**src/pkg/whfr_pkg.sv**
```systemverilog
// Constants, variants and carrier types of the wake handshake and fault retry logic
package whfr_pkg;
  // ==========================================================
  // Clock and timing
  localparam int CLK_PERIOD_NS   = 50;
  localparam int OC_DGL0_NS      = 6000;
  localparam int OC_DGL1_NS      = 3000;
  localparam int OC_DGL2_NS      = 1500;
  localparam int OC_DGL3_NS      = 200;
  localparam int RETRY_TIME_MS   = 5;
  localparam int CLEAR_TIME_US   = 100;
  localparam int HOT_CLEAR_MS    = 5;
  localparam int SLEEP_ENTRY_US  = 120;
  localparam int OC_DGL0_CYC     = (OC_DGL0_NS + CLK_PERIOD_NS - 1) / CLK_PERIOD_NS;
  localparam int OC_DGL1_CYC     = (OC_DGL1_NS + CLK_PERIOD_NS - 1) / CLK_PERIOD_NS;
  localparam int OC_DGL2_CYC     = (OC_DGL2_NS + CLK_PERIOD_NS - 1) / CLK_PERIOD_NS;
  localparam int OC_DGL3_CYC     = (OC_DGL3_NS + CLK_PERIOD_NS - 1) / CLK_PERIOD_NS;
  localparam int RETRY_CYC       = RETRY_TIME_MS * 1000000 / CLK_PERIOD_NS;
  localparam int CLEAR_CYC       = CLEAR_TIME_US * 1000 / CLK_PERIOD_NS;
  localparam int HOT_CLEAR_CYC   = HOT_CLEAR_MS * 1000000 / CLK_PERIOD_NS;
  localparam int SLEEP_ENTRY_CYC = SLEEP_ENTRY_US * 1000 / CLK_PERIOD_NS;
  // ==========================================================
  // Widths
  localparam int TMR_W = 17;
  localparam int DGL_W = 7;
  localparam int SLP_W = 12;
  // ==========================================================
  // Interface variants and selects
  localparam logic [1:0] VAR_HW      = 2'h0;
  localparam logic [1:0] VAR_SPI_INT = 2'h1;
  localparam logic [1:0] VAR_SPI_EXT = 2'h2;
  localparam logic [1:0] DGL_SEL_HW  = 2'h0;
  // ==========================================================
  // Registered outputs and sequencer states
  typedef struct packed {
    logic bridge_en;
    logic ind_out;
    logic ind_oe_b;
    logic clamp;
    logic status;
    logic standby;
  } whfr_out_type;
  localparam whfr_out_type OUT_RESET = '{1'b0, 1'b0, 1'b1, 1'b0, 1'b0, 1'b0};
  typedef enum logic [2:0] {
    ST_POR, ST_SLEEP, ST_ACK_WAIT, ST_ACTIVE, ST_FAULT_OFF, ST_CLEAR_WAIT
  } whfr_state_type;
endpackage : whfr_pkg

```
**src/hdl/whfr_top.sv**
```systemverilog
// Wake handshake, power-on reset hold and fault retry controller of a bridge driver
`timescale 1ns/100ps
module whfr_top
  import whfr_pkg::*;
#(
  parameter int P_RETRY_CYC     = RETRY_CYC,
  parameter int P_HOT_CLEAR_CYC = HOT_CLEAR_CYC
) (
  // Clock and reset
  input  wire logic       i_clk_sys,
  input  wire logic       i_rst_b,
  // Configuration straps
  input  wire logic [1:0] i_variant,
  input  wire logic       i_retry_mode,
  input  wire logic [1:0] i_overcurrent_deglitch_select,
  // Supply monitors
  input  wire logic       i_ldo_uv,
  input  wire logic       i_vdd_uv,
  // Controller handshake
  input  wire logic       i_sleep_control_pin,
  input  wire logic       i_clear_fault_command,
  input  wire logic       i_drive_enable,
  // Protection comparators
  input  wire logic       i_oc_raw,
  input  wire logic       i_hs_short_gnd,
  input  wire logic       i_thermal_shutdown,
  // Open-drain fault indicator
  input  wire logic       i_fault_indicator_n_in,
  output logic            o_fault_indicator_n_out,
  output logic            o_fault_indicator_n_oe_b,
  // Bridge and status
  output logic            o_bridge_enable,
  output logic            o_current_sense_clamp,
  output logic            o_fault_status,
  output logic            o_standby
);

  // ==========================================================
  // Reset release
  logic [1:0] rst_sync;
  logic       rst_n;

  // Release through two stages so the release edge is clean
  always_ff @(posedge i_clk_sys or negedge i_rst_b) begin
    if (!i_rst_b) begin
      rst_sync <= 2'h0;
    end else begin
      rst_sync <= {rst_sync[0], 1'b1};
    end
  end
  assign rst_n = rst_sync[1];

  // ==========================================================
  // Declarations
  whfr_state_type   state;
  whfr_state_type   next_state;
  whfr_out_type     out;
  whfr_out_type     next_out;
  logic [TMR_W-1:0] tmr;
  logic [TMR_W-1:0] next_tmr;
  logic [DGL_W-1:0] oc_cnt;
  logic [DGL_W-1:0] next_oc_cnt;
  logic [SLP_W-1:0] low_cnt;
  logic [SLP_W-1:0] next_low_cnt;
  logic             sleep_q;
  logic             hot_flt;
  logic             next_hot_flt;
  logic [DGL_W-1:0] dgl_lim;
  logic [1:0]       dgl_sel;
  logic             por;
  logic             ext_var;
  logic             rst_pulse;
  logic             go_sleep;
  logic             ack;
  logic             oc_conf;
  logic             hot_hit;
  logic             fault;
  logic             clr_done;

  // ==========================================================
  // Supply, sleep pin and acknowledge decode
  assign ext_var = (i_variant == VAR_SPI_EXT);
  // External-supply variant watches VDD and has no sleep pin
  assign por = ext_var ? i_vdd_uv : i_ldo_uv;
  // A short low pulse on the sleep pin is a reset pulse, a long one is sleep
  assign rst_pulse = !ext_var && i_sleep_control_pin && !sleep_q
                     && (low_cnt < SLP_W'(SLEEP_ENTRY_CYC));
  assign go_sleep = !ext_var && (low_cnt == SLP_W'(SLEEP_ENTRY_CYC));
  // Hardware parts answer the reset pulse, SPI parts the clear command
  assign ack = (i_variant == VAR_HW) ? rst_pulse : i_clear_fault_command;

  // Count how long the sleep pin has stayed low, saturating
  always_comb begin
    next_low_cnt = low_cnt;
    if (i_sleep_control_pin) begin
      next_low_cnt = '0;
    end else if (low_cnt != SLP_W'(SLEEP_ENTRY_CYC)) begin
      next_low_cnt = low_cnt + 1'b1;
    end
  end

  always_ff @(posedge i_clk_sys or negedge rst_n) begin
    if (!rst_n) begin
      low_cnt <= '0;
      sleep_q <= 1'b1; // Pin idles high, so reset gives no false rising edge
    end else begin
      low_cnt <= next_low_cnt;
      sleep_q <= i_sleep_control_pin;
    end
  end

  // ==========================================================
  // Overcurrent deglitch
  // Hardware variant has only the slowest choice
  assign dgl_sel = (i_variant == VAR_HW) ? DGL_SEL_HW : i_overcurrent_deglitch_select;

  always_comb begin
    case (dgl_sel)
      2'h0:    dgl_lim = DGL_W'(OC_DGL0_CYC);
      2'h1:    dgl_lim = DGL_W'(OC_DGL1_CYC);
      2'h2:    dgl_lim = DGL_W'(OC_DGL2_CYC);
      default: dgl_lim = DGL_W'(OC_DGL3_CYC);
    endcase
  end

  // Only current seen while the bridge conducts counts toward a fault
  always_comb begin
    next_oc_cnt = '0;
    if (out.bridge_en && i_oc_raw && (oc_cnt < dgl_lim)) begin
      next_oc_cnt = oc_cnt + 1'b1;
    end else if (out.bridge_en && i_oc_raw) begin
      next_oc_cnt = oc_cnt;
    end
  end

  always_ff @(posedge i_clk_sys or negedge rst_n) begin
    if (!rst_n) begin
      oc_cnt <= '0;
    end else begin
      oc_cnt <= next_oc_cnt;
    end
  end

  assign oc_conf = out.bridge_en && i_oc_raw && (oc_cnt == dgl_lim);
  assign hot_hit = out.bridge_en && i_thermal_shutdown;
  assign fault = oc_conf || hot_hit;
  // Auto-clear length depends on which fault caused the shutdown
  assign clr_done = hot_flt ? (tmr == TMR_W'(P_HOT_CLEAR_CYC - 1))
                            : (tmr == TMR_W'(CLEAR_CYC - 1));

  // ==========================================================
  // Sequencer next state
  always_comb begin
    next_state   = state;
    next_out     = out;
    next_tmr     = tmr;
    next_hot_flt = hot_flt;
    next_out.ind_out = 1'b0;
    case (state)
      ST_POR: begin
        next_out = OUT_RESET;
        if (!por) begin
          next_state = ST_ACK_WAIT;
          next_out.ind_oe_b = 1'b0;
        end
      end
      ST_SLEEP: begin
        next_out = OUT_RESET;
        if (i_sleep_control_pin) begin
          next_state = ST_ACK_WAIT;
          next_out.ind_oe_b = 1'b0;
        end
      end
      ST_ACK_WAIT: begin
        if (ack) begin
          next_state = ST_ACTIVE;
          next_out.ind_oe_b = 1'b1;
          next_out.standby = 1'b1;
        end
      end
      ST_ACTIVE: begin
        next_out.bridge_en = i_drive_enable;
        next_out.standby = !i_drive_enable;
      end
      ST_FAULT_OFF: begin
        next_out.bridge_en = 1'b0;
        if (!i_retry_mode) begin
          // Latch reaction waits for the controller
          if (ack) begin
            next_state = ST_ACTIVE;
            next_out.ind_oe_b = 1'b1;
            next_out.clamp = 1'b0;
          end
        end else if (!i_drive_enable) begin
          // Retrying stops while the user keeps the driver disabled
          next_tmr = '0;
        end else if (hot_flt) begin
          if (!i_thermal_shutdown) begin
            next_state = ST_CLEAR_WAIT;
            next_out.bridge_en = 1'b1;
            next_tmr = '0;
          end
        end else if (tmr == TMR_W'(P_RETRY_CYC - 1)) begin
          next_state = ST_CLEAR_WAIT;
          next_out.bridge_en = 1'b1;
          next_out.clamp = 1'b0;
          next_tmr = '0;
        end else begin
          next_tmr = tmr + 1'b1;
        end
      end
      ST_CLEAR_WAIT: begin
        next_out.bridge_en = 1'b1;
        if (clr_done) begin
          next_state = ST_ACTIVE;
          next_out.ind_oe_b = 1'b1;
          next_tmr = '0;
        end else begin
          next_tmr = tmr + 1'b1;
        end
      end
      default: begin
        next_state = ST_POR;
      end
    endcase
    // A confirmed fault overrides the run and auto-clear paths
    if ((state == ST_ACTIVE || state == ST_CLEAR_WAIT) && fault) begin
      next_state = ST_FAULT_OFF;
      next_out.bridge_en = 1'b0;
      next_out.ind_oe_b = 1'b0;
      next_out.standby = 1'b0;
      next_out.clamp = oc_conf && i_hs_short_gnd;
      next_hot_flt = !oc_conf;
      next_tmr = '0;
    end
    // Status is SPI only; a new fault beats a clear in the same cycle
    if (i_clear_fault_command) begin
      next_out.status = 1'b0;
    end
    if (next_state == ST_FAULT_OFF && state != ST_FAULT_OFF && i_variant != VAR_HW) begin
      next_out.status = 1'b1;
    end
    if (go_sleep) begin
      next_state = ST_SLEEP;
      next_out = OUT_RESET;
      next_tmr = '0;
    end
    if (por) begin
      next_state = ST_POR;
      next_out = OUT_RESET;
      next_tmr = '0;
    end
  end

  always_ff @(posedge i_clk_sys or negedge rst_n) begin
    if (!rst_n) begin
      state   <= ST_POR;
      out     <= OUT_RESET;
      tmr     <= '0;
      hot_flt <= 1'b0;
    end else begin
      state   <= next_state;
      out     <= next_out;
      tmr     <= next_tmr;
      hot_flt <= next_hot_flt;
    end
  end

  // ==========================================================
  // Outputs straight from the registers
  assign o_fault_indicator_n_out  = out.ind_out;
  assign o_fault_indicator_n_oe_b = out.ind_oe_b;
  assign o_bridge_enable          = out.bridge_en;
  assign o_current_sense_clamp    = out.clamp;
  assign o_fault_status           = out.status;
  assign o_standby                = out.standby;

  // ==========================================================
  // Checks
  property p_fault_off;
    @(posedge i_clk_sys) disable iff (!rst_n)
    (state == ST_ACTIVE && fault && !por && !go_sleep)
      |=> (!o_bridge_enable && !o_fault_indicator_n_oe_b);
  endproperty
  a_fault_off: assert property (p_fault_off) else $error("Fault did not shut down");

  property p_retry_time;
    @(posedge i_clk_sys) disable iff (!rst_n)
    (state == ST_FAULT_OFF && i_retry_mode && !hot_flt && i_drive_enable
      && tmr == TMR_W'(P_RETRY_CYC - 1) && !por && !go_sleep)
      |=> (state == ST_CLEAR_WAIT && o_bridge_enable);
  endproperty
  a_retry_time: assert property (p_retry_time) else $error("Retry not taken");

  property p_retry_ind_low;
    @(posedge i_clk_sys) disable iff (!rst_n)
    (state == ST_CLEAR_WAIT) |-> !o_fault_indicator_n_oe_b;
  endproperty
  a_retry_ind_low: assert property (p_retry_ind_low) else $error("Indicator freed");

  property p_hot_wait;
    @(posedge i_clk_sys) disable iff (!rst_n)
    (state == ST_FAULT_OFF && hot_flt && i_thermal_shutdown) |=> state != ST_CLEAR_WAIT;
  endproperty
  a_hot_wait: assert property (p_hot_wait) else $error("Retry while hot");

  property p_oc_clear;
    @(posedge i_clk_sys) disable iff (!rst_n)
    (state == ST_CLEAR_WAIT && !hot_flt && tmr == TMR_W'(CLEAR_CYC - 1) && !fault
      && !por && !go_sleep) |=> (o_fault_indicator_n_oe_b && o_bridge_enable);
  endproperty
  a_oc_clear: assert property (p_oc_clear) else $error("Auto-clear missed");

  property p_status_hold;
    @(posedge i_clk_sys) disable iff (!rst_n)
    (o_fault_status && !i_clear_fault_command && !por && !go_sleep) |=> o_fault_status;
  endproperty
  a_status_hold: assert property (p_status_hold) else $error("Status lost");

  property p_clamp_off;
    @(posedge i_clk_sys) disable iff (!rst_n)
    o_current_sense_clamp |-> !o_bridge_enable;
  endproperty
  a_clamp_off: assert property (p_clamp_off) else $error("Clamp while on");

  property p_ack;
    @(posedge i_clk_sys) disable iff (!rst_n)
    (state == ST_ACK_WAIT && ack && !por && !go_sleep)
      |=> (o_fault_indicator_n_oe_b && o_standby);
  endproperty
  a_ack: assert property (p_ack) else $error("Acknowledge ignored");

  property p_por_hold;
    @(posedge i_clk_sys) disable iff (!rst_n)
    por |=> (state == ST_POR && !o_bridge_enable && o_fault_indicator_n_oe_b);
  endproperty
  a_por_hold: assert property (p_por_hold) else $error("Reset not held");

endmodule : whfr_top

```
**config.mk**
```make
export PLATFORM = sky130hd
export DESIGN_NAME = whfr_top
export DESIGN_NICKNAME = d
export VERILOG_FILES = /design/src/pkg/whfr_pkg.sv /design/src/hdl/whfr_top.sv
export SDC_FILE = /design/constraint.sdc
export NUM_CORES = 1
export LEC_CHECK = 0
export BUFFER_PORTS_ARGS = -buffer_cell sky130_fd_sc_hd__buf_2
export CAP_MARGIN = 25
export CORE_UTILIZATION = 55
export DETAILED_ROUTE_END_ITERATION = 10
export GPL_TIMING_DRIVEN = 0
export HOLD_SLACK_MARGIN = 0.02
export PLACE_DENSITY = 0.79
export SETUP_SLACK_MARGIN = 0.4
export SLEW_MARGIN = 40
export SYNTH_ARGS = -nofsm -noshare
export SYNTH_HDL_FRONTEND = slang
export SYNTH_SLANG_ARGS = --single-unit
```
**constraint.sdc**
```tcl
create_clock -name i_clk_sys -period 3.3 [get_ports i_clk_sys]
set_input_delay 0.66 -clock i_clk_sys [delete_from_list [all_inputs] [get_ports i_clk_sys]]
set_output_delay 0.66 -clock i_clk_sys [all_outputs]
set_load 0.01 [all_outputs]
```
==> impl_metrics.toml, run 1 <==
[power_and_ir_drop]
p_leak_uw = 0.00137
ir_drop_mv = 0.263
combPwrFrac = 0.114
clockPowerShare = 0.338
pwr_density_cell_mw_per_mm2 = 323
seq_power_share = 0.547
switchingPower_uw = 298
intPower_uw = 821
switching_share = 0.267

[final_layout]
drive_gt1_frac = 0.213
area_delta_synth_final_pct = 16.2
layout_common_cells = "dfrtp_1, nor2_1, nand2_1, a21oi_1"
n_antenna_cell = 0
fin_cells = 441
layout_commonest_cell = "dfrtp_1"
nets = 396
fillers = 410

[timing]
hold_viol = 0
worst_pin_slew_ns = 0.720
slew_headroom = 0.517
min_period_ns = 2.82
setup_viol = 0
finClkSkew_ns = 0.00704
drv_slew = 0
period_share = 0.854
fin_setup_tns_ns = 0
max_freq_mhz = 355
rsz0062_at_grt = "yes"

[drt]
viasPerCell = 5.92
totalWireLength_mm = 6.92
wl_met2_mm = 3.49
wl_met3_microns = 366
routed.top_layer = "met4"
vias = 2609
drt.antenna.violating_nets = 0
drt-initial-drc-count = 161
drtPass1Iterations = 5
wirelength_met1_mm = 2.97
drc = 0
wl_per_cell_microns = 15.7

[critical_path]
required_ns = 3.51
critPathMaxStageDelay_ns = 0.59
worstPathCellList = "buf_6, or2_4, and2_4, ha_4, nand4_1, or4_4, a21o_4, buf_12, a311oi_2, xnor2_1, nor2_2"
crit_fanout = 5
worstSetupPathType = "in2reg"
crit_family = "simple AND/OR/NAND/NOR gates"
cp-start-kind = "input port"
cp-end-kind = "flop"
crit_arrival_ns = 3.03
cp_slowest_cell = "or4_4"
crit_buf_inv = 2

[grt]
grt_use_total = 0.267
grt_pass1_wl_mm = 11.4
antenna_found_initial = 0
grt_pass1_vias = 2587
grt_max_degree = 27
grt_overflow = 0

[synthesis]
post-synth-top-area-fraction = 0.386
synth-edff-count = 0
yosysWarnings = 0
synth_cell_types = 59
syn_area_sq_mm = 0.00298
yosys.area.top_type = "dfrtp_1"
synth-seq-area-share = 0.404
syn_area_per_cell_sq_um = 8.77
synth_area_leaders = "dfrtp_1, nor2_1, xnor2_1"
synth_nets = 366
ys_async_sr_fraction = 1.00
synth.ff_latch_count = 48
synth_ff_type = "dfrtp_1"
syn-instance-count = 340

[die]
rows = 26
initial_utilization = 0.576
fp.dieW_microns = 75.6
dieArea_sq_mm = 0.00572
core_area_sq_mm = 0.00517
die_h_microns = 75.6
ioPinCount = 22

[placement]
placement.io_buffers = 19
placed_cells = 430
globalplace.congestion = 0.920
hpwl_mm = 4.96

[status]
status = "complete, no violations"

[flow_run]
cap_violations = 0

[clocking]
clock_latency_ns = 0.31
root_buffer = "clkbuf_8"
clk_path_buf_depth = 2
cts_tree = "built"
clkSinkCount = 48
ctsHoldBuffers = 0
cts.clk_slew.worst_paths_ns = 0.09
cts_inserted_buffers = 5
htreeDepth = 2

[hold_path]
hold_class = "in2async"
power by group through the flow:
stage	Clock (uW)	Combinational [uW]	Sequential (uW)
after floorplan	0	75.2	625
after global routing	405	142	615
final	379	128	612
after global placement	0	106	629
after CTS	382	120	613
after detailed placement	0	119	624
flip-flops by register name (all words and copies together), names as in the netlist:
signal                    flops
hot_flt                       1
low_cnt                      12
o_bridge_enable               1
o_current_sense_clamp         1
o_fault_indicator_n_oe_b      1
o_fault_status                1
o_standby                     1
oc_cnt                        7
rst_sync                      2
sleep_q                       1
state                         3
tmr                          17
kinds of logic (layout without fill, tap and decap cells):
| kind of cell | Yosys count | after routing | synth area share |
|---|---|---|---|
| other | 2 | 2 | 0.00252 |
| muxes | 4 | 4 | 0.0134 |
| buffers and inverters | 29 | 60 | 0.0470 |
| adders and majority gates | 10 | 10 | 0.0420 |
| AOI/OAI and AO/OA | 74 | 74 | 0.159 |
| DFF | 48 | 48 | 0.404 |
| xor gates and xnor gates | 24 | 24 | 0.0705 |
| and+or+nand+nor | 149 | 149 | 0.261 |
timing repair:
action	CTS	global route
pin swaps	0	11
setup endpoints to repair	10	15
setup buffers	0	2
gates resized for setup	2	13
cloned	0	1
per-stage QoR:
step / hold slack (ns) / total power, uW / utilization / setup slack [ns] / cell area [sq um]
3_5_place_dp: 0.231 / 744 / 0.625 / 0.0367 / 3230
5_1_grt: 0.115 / 1160 / 0.670 / 0.353 / 3470
3_3_place_gp: 0.340 / 735 / 0.621 / 0.0553 / 3210
4_1_cts: 0.114 / 1120 / 0.645 / 0.402 / 3340
6_report: 0.118 / 1120 / 0.670 / 0.482 / 3470
2_1_floorplan: 0.331 / 700 / - / 0.411 / 3030
cells in the mapped netlist, types with 4 or more instances:
| cell | n |
|---|---|
| xnor2_1 | 16 |
| nor2_1 | 42 |
| a311oi_1 | 7 |
| mux2i_1 | 4 |
| a31oi_1 | 5 |
| nand2_1 | 33 |
| o21ai_0 | 15 |
| nor2_2 | 6 |
| nand4_1 | 8 |
| nand3_1 | 11 |
| or3_1 | 6 |
| clkbuf_1 | 5 |
| inv_1 | 18 |
| a21oi_1 | 25 |
| nor2b_1 | 6 |
| ha_1 | 10 |
| xor2_1 | 8 |
| dfrtp_1 | 46 |
| nor3_1 | 8 |
metal layers:
metal / up-vias / GRT usage
met5: - / 0
met4: 0 / 0.0885
met3: 12 / 0.0410
met2: 85 / 0.482
met1: 1260 / 0.326
li1: 1252 / -
worst paths after layout:
kind	startpoint	end	slack, ns	cells past startpoint
worst min register to register	rst_sync[1]$_DFF_PN0_	oc_cnt[0]$_DFFE_PN0P_	0.22	0
worst max-delay path	i_variant[0]	tmr[13]$_DFFE_PN0P_	0.48	11
min in group i_clk_sys	rst_sync[0]$_DFF_PN0_	rst_sync[1]$_DFF_PN0_	0.36	0
worst min-delay path	i_rst_b	rst_sync[1]$_DFF_PN0_	0.12	1
worst max register to register	low_cnt[0]$_DFFE_PN0P_	tmr[11]$_DFFE_PN0P_	0.73	9
max in group asynchronous	rst_sync[1]$_DFF_PN0_	sleep_q$_DFF_PN1_	2.57	1
final cells by class:
class                   instances  area [sq um]  area share
multi-input cells             263          1760       0.508
clock inverters                 1          7.51     0.00217
clock buffers                   7          86.3      0.0249
plain buffers                  11          81.3      0.0235
well taps                      70          87.6      0.0253
inverters                      18          67.6      0.0195
repair buffers                 23           168      0.0484
flip-flops and latches         48          1210       0.348
Power figures use the tool's default switching activity.
==> inputs of run 2 (changes only) <==
==> constraint.sdc (replaced) <==
create_clock -name i_clk_sys -period 3.15 [get_ports i_clk_sys]
set_input_delay 0.63 -clock i_clk_sys [delete_from_list [all_inputs] [get_ports i_clk_sys]]
set_output_delay 0.63 -clock i_clk_sys [all_outputs]
set_load 0.01 [all_outputs]
==> run 2 against run 1 <==
  * Die area did not move
  * Hold slack got worse by 0.024 ns
  * Utilization rose by 4.4 points
  * Worst setup slack got worse by 0.095 ns
  * Total power rose by 25%
  * Final cell count rose by 1.6%
  * Register-to-register slack got worse by 0.15 ns
  * Global-route usage rose by 1.5 points
  * Clock skew barely moved
  * First-iteration DRC count fell by 12%
  * Design area rose by 6.6%
  * Critical path type unchanged
==> impl_metrics.toml, run 2 (same netlist as run 1, synthesis figures left out) <==
[status]
status = "complete, no violations"

[final_layout]
nets = 403
largest-register = "tmr"
largest_reg_flops = 17
area_delta_synth_final_pct = 23.9
largest_registers = "tmr x17, low_cnt x12, oc_cnt x7"
layout_common_cells = "dfrtp_1, nor2_1, nand2_1, a21oi_1"
layout_commonest_cell = "dfrtp_1"
fin_cells = 448
n_antenna_cell = 0
final_area_sq_mm = 0.00369
drive_gt1_frac = 0.257

[timing]
min_period_ns = 2.76
hold_slack_ns = 0.0942
fin_ws_ns = 0.388
period_share = 0.877
drv_slew = 0
slew_headroom = 0.356
max_freq_mhz = 362
worst_pin_slew_ns = 0.959
fin_setup_tns_ns = 0
finClkSkew_ns = 0.00737
setup_viol = 0
hold_viol = 0
rsz0062_at_grt = "yes"

[die]
ioPinCount = 22
die_h_microns = 75.6
core_area_sq_mm = 0.00517
rows = 26
fp.dieW_microns = 75.6
dieArea_sq_mm = 0.00572
initial_utilization = 0.576

[critical_path]
rrSetupSlack_ns = 0.58
rr_startpoint = "low_cnt[0]$_DFFE_PN0P_"
worstPathCellList = "buf_8, or2_4, and2_4, nor2b_4, ha_4, nand2_2, or4_4, a21o_4, buf_8, a311oi_2, xnor2_1, nor2_2"
cp-end-kind = "flop"
cp_slowest_cell = "or4_4"
required_ns = 3.35
cp-start-kind = "input port"
critPathMaxStageDelay_ns = 0.54
crit_start = "i_variant[1]"
crit_arrival_ns = 2.96
path_common_cell = "buf_8"
reg2reg_depth = 9
rr_endpoint = "tmr[16]$_DFFE_PN0P_"
cp-endpoint = "tmr[16]$_DFFE_PN0P_"
worstSetupPathType = "in2reg"
crit_fanout = 5

[placement]
hpwl_mm = 4.90
placed_cells = 430
globalplace.congestion = 0.905
placement.io_buffers = 19
dp_slack_ns = -0.0873
placed_cell_area_sq_mm = 0.00325

[clocking]
clock_latency_ns = 0.30
clkSinkCount = 48
cts_inserted_buffers = 5
ctsHoldBuffers = 0
cts.clk_slew.worst_paths_ns = 0.09
cts_tree = "built"
htreeDepth = 2
root_buffer = "clkbuf_8"
clk_path_buf_depth = 2

[drt]
drtPass1Iterations = 4
viasPerCell = 5.99
wl_per_cell_microns = 16.4
drt.antenna.violating_nets = 0
vias = 2683
drt-initial-drc-count = 141
totalWireLength_mm = 7.37
drc = 0

[power_and_ir_drop]
clockPowerShare = 0.437
seq_power_share = 0.458
intPower_uw = 1080
p_leak_uw = 0.00146
ir_drop_mv = 0.344
switching_share = 0.225
pwr_density_cell_mw_per_mm2 = 379
switchingPower_uw = 315
combPwrFrac = 0.105

[grt]
grt_pass1_vias = 2646
grt_use_total = 0.282
antenna_found_initial = 0
grt_pass1_wl_mm = 12.1
grt_overflow = 0
grt_max_degree = 34

[flow_run]
cap_violations = 0

[hold_path]
hold_class = "in2async"
[run 2: per-layer routing]
layer	vias up	share of wire	track usage
li1	1268	-	-
met3	12	0.037	0.0450
met4	0	0.015	0.0720
met2	68	0.52	0.526
met5	-	0	0
met1	1335	0.43	0.336
[run 2: final cells by class]
class	instances	area [sq um]
clock inverters	3	90.1
multi-input cells	263	1860
plain buffers	11	80.1
clock buffers	5	68.8
well taps	70	87.6
repair buffers	30	230
flip-flops and latches	48	1210
fillers	361	1480
inverters	18	67.6
[run 2: timing repair]
item | 4_1_cts | 5_1_grt
gates resized for setup | 19 | 14
buffers inserted | 7 | 1
cloned | 2 | 0
pin swaps | 12 | 10
setup endpoints to repair | 12 | 17
[run 2: critical path, delay by kind of cell]
family / cells / cell delay [ns]
AND/OR/NAND/NOR: 6 / 1.15
XOR/XNOR: 1 / 0.17
adder cells (fa/ha/maj): 1 / 0.25
buffers and inverters: 2 / 0.25
AO/OA/AOI/OAI: 2 / 0.50
[run 2: worst min-delay path by stage]
stage	from	end	slack (ns)	depth (start not counted)
after floorplan	i_rst_b	rst_sync[0]$_DFF_PN0_	0.33	0
after global placement	rst_sync[0]$_DFF_PN0_	rst_sync[1]$_DFF_PN0_	0.34	0
after detailed placement	rst_sync[1]$_DFF_PN0_	tmr[1]$_DFFE_PN0P_	0.18	0
after CTS	i_rst_b	rst_sync[1]$_DFF_PN0_	0.09	1
after global routing	i_rst_b	rst_sync[1]$_DFF_PN0_	0.09	1
final	i_rst_b	rst_sync[1]$_DFF_PN0_	0.09	1
[run 2: power groups by stage]
| stage | clock [uW] | sequential [uW] | combinational, uW |
|---|---|---|---|
| 2_1_floorplan | 0 | 655 | 79.4 |
| 3_3_place_gp | 0 | 658 | 113 |
| 3_5_place_dp | 0 | 652 | 127 |
| 4_1_cts | 621 | 640 | 141 |
| 5_1_grt | 639 | 642 | 163 |
| 6_report | 611 | 640 | 147 |
[run 2: through the flow]
| stage | util | total power [uW] |
|---|---|---|
| final | 0.714 | 1400 |
| after CTS | 0.699 | 1400 |
| after floorplan | - | 734 |
| after global placement | 0.623 | 771 |
| after global routing | 0.714 | 1440 |
| after detailed placement | 0.627 | 779 |
